<file path="config.mk">
export PLATFORM = sky130hd
export DESIGN_NAME = arf_top
export DESIGN_NICKNAME = d
export VERILOG_FILES = /design/src/hdl/arf_pkg.sv /design/src/hdl/arf_top.sv /design/src/hdl/arf_fire_cond.sv
export VERILOG_INCLUDE_DIRS = /design/src /design/src/hdl
export SDC_FILE = /design/constraint.sdc
export NUM_CORES = 1
export LEC_CHECK = 0
export BUFFER_PORTS_ARGS = -buffer_cell sky130_fd_sc_hd__buf_2
export CAP_MARGIN = 20
export CORE_ASPECT_RATIO = 0.6
export CORE_UTILIZATION = 30
export DETAILED_ROUTE_END_ITERATION = 10
export SYNTH_ARGS = -nofsm -noshare
export SYNTH_HDL_FRONTEND = slang
export SYNTH_HIERARCHICAL = 1
export SYNTH_SLANG_ARGS = --single-unit
</file>
<file path="constraint.sdc">
create_clock -name aclk -period 5.8 [get_ports aclk]
set_input_delay 0.29 -clock aclk [delete_from_list [all_inputs] [get_ports aclk]]
set_output_delay 0.29 -clock aclk [all_outputs]
set_load 0.01 [all_outputs]
</file>
<file path="src/hdl/arf_defs.svh">
// Constants for the auto restart and fire mode block
`ifndef ARF_DEFS_SVH
`define ARF_DEFS_SVH

// Register byte offsets
`define ARF_ADDR_CTRL      8'h00
`define ARF_ADDR_CMD       8'h04
`define ARF_ADDR_STATUS    8'h08
`define ARF_ADDR_IRQ_STAT  8'h0C
`define ARF_ADDR_IRQ_MASK  8'h10

// Control register fields
`define ARF_CTRL_RST_LSB   0
`define ARF_CTRL_LOGIC_BIT 3
`define ARF_CTRL_LATCH_BIT 4
`define ARF_CTRL_FSEL_LSB  8
`define ARF_CTRL_RESET     32'h0000_0000

// Command register bits (write one to act)
`define ARF_CMD_START_BIT  0
`define ARF_CMD_FRESET_BIT 1
`define ARF_CMD_FDIS_BIT   2

// Interrupt status bits
`define ARF_IRQ_ATTEMPT    0
`define ARF_IRQ_LOCKOUT    1
`define ARF_IRQ_FIRE       2
`define ARF_IRQ_W          3

// Restart setting values
`define ARF_RST_AUTO_RUN   3'h0
`define ARF_RST_MAX        3'h5

// Fire mode input function selections
`define ARF_FSEL_FIRE_LO   5'h0F
`define ARF_FSEL_FIRE_HI   5'h12

// Restart interval timing
`define ARF_CLK_HZ         25000000
`define ARF_RETRY_S        20
`define ARF_RETRY_CYC      (`ARF_CLK_HZ * `ARF_RETRY_S)
`define ARF_START_WAIT_CYC 32'h0000_0100

// AXI responses
`define ARF_RESP_OKAY      2'h0
`define ARF_RESP_SLVERR    2'h2

`endif

</file>
<file path="src/hdl/arf_pkg.sv">
// Types for the auto restart and fire mode block
package arf_pkg;

  // Restart sequencer states
  typedef enum logic [2:0] {
    ARF_IDLE,
    ARF_RUN,
    ARF_TRIPPED,
    ARF_WAIT,
    ARF_TRY,
    ARF_LOCKOUT
  } arf_state_t;

  // Software control fields
  typedef struct packed {
    logic [4:0] fire_sel;
    logic       fire_latch;
    logic       fire_logic;
    logic [2:0] auto_restart_max_attempts_setting;
  } arf_ctrl_t;

  // Drive feedback from the motor control
  typedef struct packed {
    logic trip;
    logic running;
  } arf_drive_t;

endpackage

</file>
<file path="src/hdl/arf_top.sv">
// Auto restart sequencer and fire mode control with AXI4-Lite registers
// Functional notes
// RULE1 - Restart setting zero: run automatically after every power-on or reset.
// RULE2 - Setting one to five: after trip, retry that many times, 20 s apart.
// RULE3 - Count attempts; failed final attempt latches fault until manual reset.
// RULE4 - Attempt counter cleared only by power-down, not by fault reset.
// RULE5 - Fire polarity and latch act only for fire input selections 15 to 18.
// RULE6 - Logic option 0: normally-closed, fire mode while contact open.
// RULE7 - Logic option 1: normally-open, fire mode while contact closed.
// RULE8 - Latch option 0: fire mode only while conditioned input stays active.
// RULE9 - Latch option 1: pulse enters fire mode until disabled or power off; the code also clears the latch on aresetn.
// RULE10 - Synchronise fire input to the clock before polarity and latching.
`timescale 1ns/1ps
`default_nettype none
`include "arf_defs.svh"

module arf_top (
  input  wire logic                 aclk,
  input  wire logic                 aresetn,
  input  wire logic                 por_n,
  input  wire logic [7:0]           s_axi_awaddr,
  input  wire logic                 s_axi_awvalid,
  output var  logic                 s_axi_awready,
  input  wire logic [31:0]          s_axi_wdata,
  input  wire logic [3:0]           s_axi_wstrb,
  input  wire logic                 s_axi_wvalid,
  output var  logic                 s_axi_wready,
  output var  logic [1:0]           s_axi_bresp,
  output var  logic                 s_axi_bvalid,
  input  wire logic                 s_axi_bready,
  input  wire logic [7:0]           s_axi_araddr,
  input  wire logic                 s_axi_arvalid,
  output var  logic                 s_axi_arready,
  output var  logic [31:0]          s_axi_rdata,
  output var  logic [1:0]           s_axi_rresp,
  output var  logic                 s_axi_rvalid,
  input  wire logic                 s_axi_rready,
  input  wire arf_pkg::arf_drive_t  drive_fb,
  input  wire logic                 fire_contact_closed,
  output var  logic                 run_cmd,
  output var  logic                 fault_latched,
  output var  logic                 fire_mode,
  output var  logic                 irq
);

  // ----------------------------------------------------------------
  // Declarations
  // ----------------------------------------------------------------
  arf_pkg::arf_ctrl_t  ctrl_q, ctrl_d;
  arf_pkg::arf_state_t st_q, st_d;
  logic [31:0] tmr_q, tmr_d;
  logic [2:0]  att_q, att_d;
  logic        run_q, run_d;
  logic        flt_q, flt_d;
  logic        fire_q, fire_d;
  logic        irq_q, irq_d;
  logic [`ARF_IRQ_W-1:0] ist_q, ist_d;
  logic [`ARF_IRQ_W-1:0] imsk_q, imsk_d;
  logic [`ARF_IRQ_W-1:0] ev;
  logic        aw_q, aw_d, w_q, w_d, b_q, b_d;
  logic [7:0]  awa_q, awa_d;
  logic [31:0] wd_q, wd_d;
  logic [3:0]  ws_q, ws_d;
  logic [1:0]  bresp_q, bresp_d;
  logic        r_q, r_d;
  logic [31:0] rdat_q, rdat_d;
  logic [1:0]  rresp_q, rresp_d;
  logic        wr_go, rd_go;
  logic        cmd_start, cmd_freset, cmd_fdis;
  logic        fire_now;
  logic [31:0] imsk_w;

  // Byte-lane merge of a write into a register word
  function automatic logic [31:0] merge(input logic [31:0] old, input logic [31:0] nw,
                                        input logic [3:0] st);
    logic [31:0] r;
    r = old;
    for (int i = 0; i < 4; i++) begin
      if (st[i]) begin
        r[i*8 +: 8] = nw[i*8 +: 8];
      end
    end
    return r;
  endfunction

  // Known register offset check
  function automatic logic mapped(input logic [7:0] a);
    return (a == `ARF_ADDR_CTRL) || (a == `ARF_ADDR_CMD) || (a == `ARF_ADDR_STATUS) ||
           (a == `ARF_ADDR_IRQ_STAT) || (a == `ARF_ADDR_IRQ_MASK);
  endfunction

  // ----------------------------------------------------------------
  // Fire mode conditioning
  // ----------------------------------------------------------------
  arf_fire_cond u_fire (
    .aclk                (aclk),
    .aresetn             (aresetn),
    .fire_contact_closed (fire_contact_closed),
    .ctrl                (ctrl_q),
    .fire_disable        (cmd_fdis),
    .fire_active         (fire_now)
  );

  // ----------------------------------------------------------------
  // AXI4-Lite slave
  // ----------------------------------------------------------------
  assign wr_go      = aw_q && w_q && !b_q;
  assign rd_go      = s_axi_arvalid && s_axi_arready;
  assign cmd_start  = wr_go && (awa_q == `ARF_ADDR_CMD) && ws_q[0] &&
                      wd_q[`ARF_CMD_START_BIT];
  assign cmd_freset = wr_go && (awa_q == `ARF_ADDR_CMD) && ws_q[0] &&
                      wd_q[`ARF_CMD_FRESET_BIT];
  assign cmd_fdis   = wr_go && (awa_q == `ARF_ADDR_CMD) && ws_q[0] &&
                      wd_q[`ARF_CMD_FDIS_BIT];

  // Bus next values: capture address and data in either order, then respond
  always_comb begin
    imsk_w = merge({29'h0, imsk_q}, wd_q, ws_q);
    aw_d = aw_q;
    w_d = w_q;
    b_d = b_q;
    awa_d = awa_q;
    wd_d = wd_q;
    ws_d = ws_q;
    bresp_d = bresp_q;
    r_d = r_q;
    rdat_d = rdat_q;
    rresp_d = rresp_q;
    ctrl_d = ctrl_q;
    imsk_d = imsk_q;
    if (s_axi_awvalid && !aw_q) begin
      aw_d = 1'b1;
      awa_d = s_axi_awaddr;
    end
    if (s_axi_wvalid && !w_q) begin
      w_d = 1'b1;
      wd_d = s_axi_wdata;
      ws_d = s_axi_wstrb;
    end
    if (wr_go) begin
      b_d = 1'b1;
      bresp_d = mapped(awa_q) ? `ARF_RESP_OKAY : `ARF_RESP_SLVERR;
      if (awa_q == `ARF_ADDR_CTRL) begin
        ctrl_d.auto_restart_max_attempts_setting = ws_q[0] ?
          wd_q[`ARF_CTRL_RST_LSB +: 3] : ctrl_q.auto_restart_max_attempts_setting;
        ctrl_d.fire_logic = ws_q[0] ? wd_q[`ARF_CTRL_LOGIC_BIT] : ctrl_q.fire_logic;
        ctrl_d.fire_latch = ws_q[0] ? wd_q[`ARF_CTRL_LATCH_BIT] : ctrl_q.fire_latch;
        ctrl_d.fire_sel = ws_q[1] ? wd_q[`ARF_CTRL_FSEL_LSB +: 5] : ctrl_q.fire_sel;
      end
      if (awa_q == `ARF_ADDR_IRQ_MASK) begin
        imsk_d = imsk_w[`ARF_IRQ_W-1:0];
      end
    end
    if (b_q && s_axi_bready) begin
      b_d = 1'b0;
      aw_d = 1'b0;
      w_d = 1'b0;
    end
    if (rd_go) begin
      r_d = 1'b1;
      rresp_d = mapped(s_axi_araddr) ? `ARF_RESP_OKAY : `ARF_RESP_SLVERR;
      case (s_axi_araddr)
        `ARF_ADDR_CTRL: begin
          rdat_d = {19'h0, ctrl_q.fire_sel, 3'h0, ctrl_q.fire_latch, ctrl_q.fire_logic,
                    ctrl_q.auto_restart_max_attempts_setting};
        end
        `ARF_ADDR_STATUS: begin
          rdat_d = {24'h0, 1'b0, att_q, flt_q, fire_q, run_q, 1'b0};
        end
        `ARF_ADDR_IRQ_STAT: begin
          rdat_d = {29'h0, ist_q};
        end
        `ARF_ADDR_IRQ_MASK: begin
          rdat_d = {29'h0, imsk_q};
        end
        default: begin
          rdat_d = 32'h0000_0000;
        end
      endcase
    end else if (r_q && s_axi_rready) begin
      r_d = 1'b0;
    end
  end

  // Bus registers
  always_ff @(posedge aclk) begin
    if (!aresetn) begin
      aw_q <= 1'b0;
      w_q <= 1'b0;
      b_q <= 1'b0;
      awa_q <= 8'h00;
      wd_q <= 32'h0000_0000;
      ws_q <= 4'h0;
      bresp_q <= `ARF_RESP_OKAY;
      r_q <= 1'b0;
      rdat_q <= 32'h0000_0000;
      rresp_q <= `ARF_RESP_OKAY;
      ctrl_q <= arf_pkg::arf_ctrl_t'(10'(`ARF_CTRL_RESET));
      imsk_q <= 3'h0;
    end else begin
      aw_q <= aw_d;
      w_q <= w_d;
      b_q <= b_d;
      awa_q <= awa_d;
      wd_q <= wd_d;
      ws_q <= ws_d;
      bresp_q <= bresp_d;
      r_q <= r_d;
      rdat_q <= rdat_d;
      rresp_q <= rresp_d;
      ctrl_q <= ctrl_d;
      imsk_q <= imsk_d;
    end
  end

  assign s_axi_awready = !aw_q;
  assign s_axi_wready  = !w_q;
  assign s_axi_bvalid  = b_q;
  assign s_axi_bresp   = bresp_q;
  assign s_axi_arready = !r_q;
  assign s_axi_rvalid  = r_q;
  assign s_axi_rdata   = rdat_q;
  assign s_axi_rresp   = rresp_q;

  // ----------------------------------------------------------------
  // Restart sequencer
  // ----------------------------------------------------------------
  always_comb begin
    st_d = st_q;
    tmr_d = tmr_q;
    att_d = att_q;
    run_d = run_q;
    flt_d = flt_q;
    ev = '0;
    case (st_q)
      arf_pkg::ARF_IDLE: begin
        run_d = 1'b0;
        if (cmd_start || ctrl_q.auto_restart_max_attempts_setting == `ARF_RST_AUTO_RUN) begin
          st_d = arf_pkg::ARF_RUN;                                       // [RULE1]
          run_d = 1'b1;
        end
      end
      arf_pkg::ARF_RUN: begin
        if (drive_fb.trip) begin
          run_d = 1'b0;
          st_d = arf_pkg::ARF_TRIPPED;
        end
      end
      arf_pkg::ARF_TRIPPED: begin
        if (ctrl_q.auto_restart_max_attempts_setting == `ARF_RST_AUTO_RUN ||
            ctrl_q.auto_restart_max_attempts_setting > `ARF_RST_MAX) begin
          if (cmd_freset) begin
            st_d = arf_pkg::ARF_IDLE;
          end
        end else if (att_q >= ctrl_q.auto_restart_max_attempts_setting) begin
          st_d = arf_pkg::ARF_LOCKOUT;                                   // [RULE3]
          flt_d = 1'b1;
          ev[`ARF_IRQ_LOCKOUT] = 1'b1;
        end else begin
          st_d = arf_pkg::ARF_WAIT;
          tmr_d = 32'(`ARF_RETRY_CYC - 1);                               // [RULE2]
        end
      end
      arf_pkg::ARF_WAIT: begin
        if (tmr_q == 32'h0000_0000) begin
          st_d = arf_pkg::ARF_TRY;
          att_d = att_q + 3'h1;                                          // [RULE3]
          run_d = 1'b1;
          tmr_d = `ARF_START_WAIT_CYC;
          ev[`ARF_IRQ_ATTEMPT] = 1'b1;
        end else begin
          tmr_d = tmr_q - 32'h0000_0001;
        end
      end
      arf_pkg::ARF_TRY: begin
        if (drive_fb.trip) begin
          run_d = 1'b0;
          st_d = arf_pkg::ARF_TRIPPED;
        end else if (drive_fb.running) begin
          st_d = arf_pkg::ARF_RUN;
        end else if (tmr_q == 32'h0000_0000) begin
          run_d = 1'b0;
          st_d = arf_pkg::ARF_TRIPPED;
        end else begin
          tmr_d = tmr_q - 32'h0000_0001;
        end
      end
      arf_pkg::ARF_LOCKOUT: begin
        if (cmd_freset) begin
          flt_d = 1'b0;                                                  // [RULE3]
          st_d = arf_pkg::ARF_IDLE;                                      // [RULE4]
        end
      end
      default: begin
        st_d = arf_pkg::ARF_IDLE;
      end
    endcase
    fire_d = fire_now;
    ev[`ARF_IRQ_FIRE] = fire_now && !fire_q;
    // Sticky status: read clears, new event wins
    ist_d = ist_q;
    if (rd_go && s_axi_araddr == `ARF_ADDR_IRQ_STAT) begin
      ist_d = '0;
    end
    ist_d = ist_d | ev;
    irq_d = |(ist_d & imsk_q);
  end

  // Sequencer registers; attempt count survives aresetn, cleared by power-on only
  always_ff @(posedge aclk) begin
    if (!por_n) begin
      att_q <= 3'h0;                                                     // [RULE4]
    end else begin
      att_q <= att_d;                                                    // [RULE4]
    end
    if (!aresetn) begin
      st_q <= arf_pkg::ARF_IDLE;
      tmr_q <= 32'h0000_0000;
      run_q <= 1'b0;
      flt_q <= 1'b0;
      fire_q <= 1'b0;
      ist_q <= 3'h0;
      irq_q <= 1'b0;
    end else begin
      st_q <= st_d;
      tmr_q <= tmr_d;
      run_q <= run_d;
      flt_q <= flt_d;
      fire_q <= fire_d;
      ist_q <= ist_d;
      irq_q <= irq_d;
    end
  end

  assign run_cmd       = run_q;
  assign fault_latched = flt_q;
  assign fire_mode     = fire_q;
  assign irq           = irq_q;

endmodule

`default_nettype wire

</file>
<file path="src/hdl/arf_fire_cond.sv">
// Fire mode input synchroniser, polarity and latch conditioning
`timescale 1ns/1ps
`default_nettype none
`include "arf_defs.svh"

module arf_fire_cond (
  input  wire logic              aclk,
  input  wire logic              aresetn,
  input  wire logic              fire_contact_closed,
  input  wire arf_pkg::arf_ctrl_t ctrl,
  input  wire logic              fire_disable,
  output var  logic              fire_active
);

  logic sync1_q, sync1_d;
  logic sync2_q, sync2_d;
  logic latch_q, latch_d;
  logic func_ok;
  logic cond;

  // ----------------------------------------------------------------
  // Conditioning
  // ----------------------------------------------------------------

  // Input function must assign a fire mode input
  assign func_ok = (ctrl.fire_sel >= `ARF_FSEL_FIRE_LO) &&
                   (ctrl.fire_sel <= `ARF_FSEL_FIRE_HI);                 // [RULE5]
  // Open contact active for logic 0, closed contact active for logic 1
  assign cond = func_ok && (ctrl.fire_logic ? sync2_q : ~sync2_q);      // [RULE6] [RULE7]

  // Next values
  always_comb begin
    sync1_d = fire_contact_closed;                                      // [RULE10]
    sync2_d = sync1_q;                                                  // [RULE10]
    latch_d = latch_q;
    if (!func_ok || !ctrl.fire_latch || fire_disable) begin
      latch_d = 1'b0;
    end else if (cond) begin
      latch_d = 1'b1;                                                   // [RULE9]
    end
    // Maintained mode follows input, momentary mode holds
    fire_active = cond || (ctrl.fire_latch && latch_q);                 // [RULE8] [RULE9]
  end

  // Registers; a closed contact is the idle state for the synchroniser
  always_ff @(posedge aclk) begin
    if (!aresetn) begin
      sync1_q <= 1'b1;
      sync2_q <= 1'b1;
      latch_q <= 1'b0;
    end else begin
      sync1_q <= sync1_d;
      sync2_q <= sync2_d;
      latch_q <= latch_d;
    end
  end

endmodule

`default_nettype wire

</file>
## Word-level counts from Yosys, hierarchy flattened

Cells that the tools add are included.

- Output and inout port bits: 45
- Input port bits: 63
- Logic and storage cells: 159
- Register bits after elaboration: 124

- $add $sub $neg: 2
- Bitwise gates (word level): 4
- Order comparisons: 4
- Equal/unequal tests: 26
- Muxes and demuxes: 40
- Reductions and logical operators: 57

Operators with widths:

| cell | count |
|---|---|
| 32-bit two-way mux | 6 |
| 32-bit one-hot mux with 3 select lines | 1 |
| 13-bit one-hot mux with 4 select lines | 1 |
| 8-bit by 4-bit equality test with 1-bit output (second input constant) | 4 |
| 32-bit logical NOT | 1 |
| 32-bit by 1-bit subtractor with 32-bit output (second input constant) | 1 |
| 3-bit two-way mux | 10 |
| 2-bit inequality test (second input constant) | 10 |
| 3-bit one-hot mux with 6 select lines | 1 |
| 1-bit logical AND | 17 |
| 1-bit two-way mux | 17 |
| 8-bit by 3-bit equality test with 1-bit output (second input constant) | 2 |
| 8-bit by 5-bit equality test with 1-bit output (second input constant) | 2 |
| 8-bit logical NOT | 2 |
| 1-bit logical OR | 13 |
| 3-bit AND reduction | 3 |
| 4-bit AND reduction | 2 |
| 1-bit logical NOT | 7 |
| 3-bit by 2-bit equality test with 1-bit output (second input constant) | 2 |
| 3-bit equality test (second input constant) | 2 |
| 3-bit logical NOT | 2 |
| 3-bit inequality test (second input constant) | 2 |
| 6-bit AND reduction | 1 |
| 5-bit by 4-bit >= comparator with 1-bit output (second input constant) | 1 |
| other kinds (19) | 23 |

## Logic depth before layout (Yosys ltp)

- Depth after elaboration: 8
- Mapped depth: 10
- Mapped depth without buffers: 8

## By module

The synthesis kept the hierarchy.

By module, submodules not included:

| module | area an instance (µm²) | cells an instance | instances | seq. area each (µm²) |
|---|---|---|---|---|
| arf_top | 4,936.0 | 622 | 1 | 1,921.8 |
| arf_fire_cond | 147.6 | 15 | 1 | 60.1 |

## Worst setup path after synthesis

Ideal clock, no wire load.

- Path type: flip-flop to flip-flop
- From: register tmr_q[0]
- To: register tmr_q[8]
- Data required time: 5,681 ps
- Arrival time: 2,221 ps
- Library setup time: 119 ps
- Clock period less this slack: 2,340 ps
- Slack: 3,460 ps
- Buffers on the path: 2
- Cell stages (with the launch flop): 11
- Cells stage by stage: dfxtp_1 -> inv_1 -> ha_1 -> nor4b_2 -> nand3_1 -> or4_4 -> a21oi_2 -> buf_6 -> buf_6 -> nor2_1 -> o221a_1

- Cells in the longest elaborated chain, start to end: 5
- Elaborated cells on any way between the ends: 9
- Classes of those cells: add/sub: 1; eq/ne: 1; mux: 5; reduce/logical: 2

Ends and longest elaborated chain:

| element | line | source |
|---|---|---|
| start: declaration | arf_top.sv:51 | `logic [31:0] tmr_q, tmr_d;` |
| start signal: assignment | arf_top.sv:326 | `tmr_q <= tmr_d;` |
| 32-bit by 1-bit subtractor with 32-bit output | arf_top.sv:272, arf_top.sv:285 |  |
| 32-bit two-way mux | arf_top.sv:281 | `end else if (tmr_q == 32'h0000_0000) begin` |
| 32-bit two-way mux | arf_top.sv:279 | `end else if (drive_fb.running) begin` |
| 32-bit two-way mux | arf_top.sv:276 | `if (drive_fb.trip) begin` |
| 32-bit one-hot mux with 3 select lines | arf_top.sv:235 | `case (st_q)` |

Several ways; a longest one is shown, not always the timed one. The select of a mux whose other input is x is not followed.
A chain may end at the register's enable or synchronous reset.

## Final worst setup path

- From: register tmr_q[17]
- To: register tmr_q[8]

- Cells in the longest elaborated chain, start to end: 3
- Elaborated cells on any way between the ends: 5
- Classes of those cells: eq/ne: 1; mux: 2; reduce/logical: 2

Ends and longest elaborated chain:

| element | line |
|---|---|
| 32-bit logical NOT (*) | arf_top.sv:265, arf_top.sv:281 |
| 2-bit inequality test (no source line) / 32-bit two-way mux (equally long branches) | -- |
| 6-bit AND reduction (no source line) / 32-bit one-hot mux with 3 select lines (equally long branches) | -- |

Every way passes the cells marked *; elsewhere a longest branch is shown, timed or not.

==> summary.md <==
| Metric | Value |
|---|---|
| Pwr Total | ~2.8 mW |
| Row count | 36 |
| Arr. time, crit path | 3.58 ns |
| First-pass GRT wire length | ~22 mm |
| Via-to-Cell Ratio | slightly above 5 |
| CTS Buf Count | 9 |
| Seq cells post-synth | 99 |
| Status | finished clean |
| CTS Hold Bufs | 0 |
| Register area share after synthesis | 39.0% |
| IO Port Bufs | 61 |
| Multi-input logic area | between 0.002 and 0.003 mm2 |
| Starting density of the core | a little under a third |
| Min cycle time layout | around 3.3 ns |
| Pwr Density | approximately 490 mW/mm2 |
| Post-synthesis mux area share | under 10% |
| Leading register cell type out of synthesis | dfxtp_1 |
| Initial DRC Count | around 400 |
| CTS tree | done |
| Worst-Skew Late Latency | about 0.36 ns |
| CP max stage cell | a21oi_2 |
| Critical path's largest stage delay | between 0.7 and 0.8 ns |
| NetSw | between 1 and 1.5 mW |
| Gr usage total | between 10% and 20% |
| CP Data Required Time | 6.04 ns |
| Core Box Area | 0.0164 mm2 |
| Final hold vios | 0 |
| Gate power share | around 49% |
| Clk sink count | 99 |
| Gpl congestion | between 0.9 and 1 |
| Post-CTS resize count | 0 |
| Clk_skew | approximately 0.012 ns |
| DP HPWL | between 9 and 10 mm |
| Hold WC Path Type | input pin to register |
| CP Class | register to register |
| Register area | about 0.0020 mm2 |
| Final wirelength | 13.8 mm |
| Clock power share | between 20% and 30% |
| Die height | 103 um |
| Crit path capture type | register |
| Achievable Freq | around 300 MHz |
| Layout Cells excl Fill | roughly 900 |
| Max Root-Sink Buffers | 2 |
| Setup TNS | 0 ns |
| Worst slack at placement | ~2.5 ns |
| Mapped cell area | roughly 0.0051 mm2 |
| Drt first pass iters | 5 |
| Drt drc | 0 |
| Crit-path max FO | 21 |
| Final setup viols | 0 |
| Sw frac | a little under half |
| Pleak | about 2.2 nW |
| Vias in the first global route | approximately 4,000 |
| Synth Area per Inst | around 8 um2 |
| Yosys top cell area share | between 30% and 40% |
| Layout cells sized above 1 | around 15% |
| Post-synth ARST share | 0% |
| Worst Tran Pin Value | ~1 ns |
| Dpl cells | between 800 and 900 |
| P_int | ~1.5 mW |
| Max-capacitance violation count | 0 |
| Flop pwr share | approximately 30% |
| Post-synth cell types | 66 |
| Maximum vdd drop | roughly 0.30 mV |
| H-tree depth | 3 |
| Area delta synth->final | 13.8% |
| Die Width | around 170 um |
| Fillers | 1,789 |
| Die Area | roughly 0.017 mm2 |
| Mapped Cells | between 600 and 700 |
| XOR/XNOR share of the synthesized area | less than 1% |
| Post-synthesis compound-gate area fraction | approximately 22% |
| Net count, final | 750 |
| Critical-path cell list | nor4_1 > nand4_1 > or4_4 > a21oi_2 > buf_4 > nor2_1 > o221a_1 |
| Synth Warn # | 6 |
| Final Max Slew Viols | 0 |
| Post-DRT Antenna Nets | 0 |
| Clock root buffer | clkbuf_16 |
| Post-synthesis simple-gate area fraction | a little over a quarter |
| RSZ-0062 raised after global routing | no |
| Main combinational cell family by area after synthesis | simple AND/OR/NAND/NOR gates |
| Largest net degree at the start of global routing | between 60 and 70 |
| Initial antenna violation count | 2 |
| Worst-path clk slew | 0.07 ns |
| Number of flops mapped to enable cells by yosys | 0 |
| Cell taking the most area after synthesis | dfxtp_1 |
| Postcts setup bufs | 0 |
| Top area cells in the synthesized netlist | dfxtp_1 39%, a21oi_1 6.5%, nand2_1 5.6% |
| Fin crit share | 57.6% |
| Nature of the critical path startpoint | register |
| Worst setup margin | 2.46 ns |
| Io pins | around 110 |
| Grt total ovfl | 0 |
| Wire length per cell | around 15 um |
| Slew margin rel. | between 30% and 40% |
| Vias | roughly 4,700 |
| Synth Area in Adders | about 1.7% |
[Yosys cell counts (3+ instances only)]
cell type   n
dfxtp_1    99
nand2_1    76
a21oi_1    66
nor2_1     46
nor3_1     31
o21ai_0    29
clkbuf_1   28
nand3_1    26
buf_4      22
inv_1      15
and2_1     11
mux2i_1    11
nor4_1     11
o22ai_1    11
o31ai_1    11
or4_1      11
o21ai_1    10
or3_1       8
a31oi_1     7
nand2b_1    7
nor2b_1     7
ha_1        6
and3_1      5
nand4_1     5
o21a_1      5
buf_6       4
nor3b_1     4
o2bb2ai_1   4
a211o_1     3
a211oi_2    3
a21o_1      3
a22oi_1     3
o211ai_1    3
or4_4       3
[placed cells by master, fill, tap and decap left out, types with 5 or more instances in the layout]
cell type,n
ha_1,6
o31ai_1,11
nor2_1,46
inv_1,15
mux2i_1,11
and2_1,11
nand2_1,76
o22ai_1,11
nor3_1,30
or3_1,8
o21ai_0,29
a21oi_1,66
dfxtp_1,99
nand4_1,5
clkbuf_16,9
o21ai_1,10
and3_1,5
nand2b_1,7
nor4_1,11
buf_2,61
a31oi_1,7
nor2b_1,7
buf_4,7
nand3_1,26
o21a_1,5
conb_1,22
or4_1,11
[through the flow]
stage	util, %	hold WS (ns)	cell area (um2)
after floorplan	-	0.363	5160
after global placement	33.4	0.409	5480
after detailed placement	33.4	0.406	5480
after CTS	35.2	0.0993	5770
after global routing	35.3	0.107	5780
final	35.3	0.111	5780
[worst paths after layout]
check,startpoint,end,slack (ns),cells past startpoint
worst max-delay path,tmr_q[17]$_SDFFE_PN0P_,tmr_q[8]$_SDFFE_PN0P_,2.46,7
worst min-delay path,fire_contact_closed,u_fire/sync1_q$_SDFF_PN1_,0.11,2
worst max register to register,tmr_q[17]$_SDFFE_PN0P_,tmr_q[8]$_SDFFE_PN0P_,2.46,7
worst min register to register,u_fire/sync1_q$_SDFF_PN1_,u_fire/sync2_q$_SDFF_PN1_,0.42,1
[sequential cells by signal, indices dropped and copies added (netlist names), 2 cells and up]
| signal | flops |
|---|---|
| s_axi_rdata | 12 |
| att_q | 3 |
| st_q | 3 |
| awa_q | 8 |
| ist_q | 3 |
| wd_q | 10 |
| ws_q | 2 |
| imsk_q | 3 |
| ctrl_q | 10 |
| tmr_q | 32 |
[logic make-up (layout without fill, tap and decap cells)]
group | after synthesis | in the layout
AND/OR/NAND/NOR | 267 | 267
AO/OA/AOI/OAI | 177 | 177
flip-flops | 99 | 99
buffers and inverters | 72 | 100
multiplexers | 11 | 11
adder cells (fa/ha/maj) | 7 | 7
XOR/XNOR | 3 | 3
other | 1 | 23
[worst max-delay path, delay by kind of cell, from the launching register on]
family | cells | cell delay [ns]
simple gates | 4 | 1.52
compound gates | 2 | 0.97
flops | 1 | 0.35
buf+inv | 1 | 0.38
[routing by layer]
| metal | track usage [%] | vias to the layer above | share of wire [%] |
|---|---|---|---|
| li1 | - | 2377 | - |
| met1 | 25.2 | 2168 | 55 |
| met2 | 20.1 | 168 | 36 |
| met3 | 5.53 | 13 | 8.5 |
| met4 | 3.67 | 2 | 0.81 |
| met5 | 0 | - | 0.12 |
[power groups by stage]
stage	Sequential (mW)	Clock (mW)	Combinational, mW
after floorplan	0.828	0	1.04
after global placement	0.873	0	1.35
after detailed placement	0.873	0	1.34
after CTS	0.857	0.616	1.34
after global routing	0.877	0.641	1.51
final	0.861	0.596	1.37
[final cells by class]
cell class                 count  area share [%]
antenna                        1          0.0433
clock buffer                   9            3.89
clock inverter                 7            1.21
inverter                      16            1.04
multi-input combinational    487            48.4
sequential                    99            34.3
tap                          228            4.93
timing repair buffer          68            6.19
(Power assumes the default switching activity.)
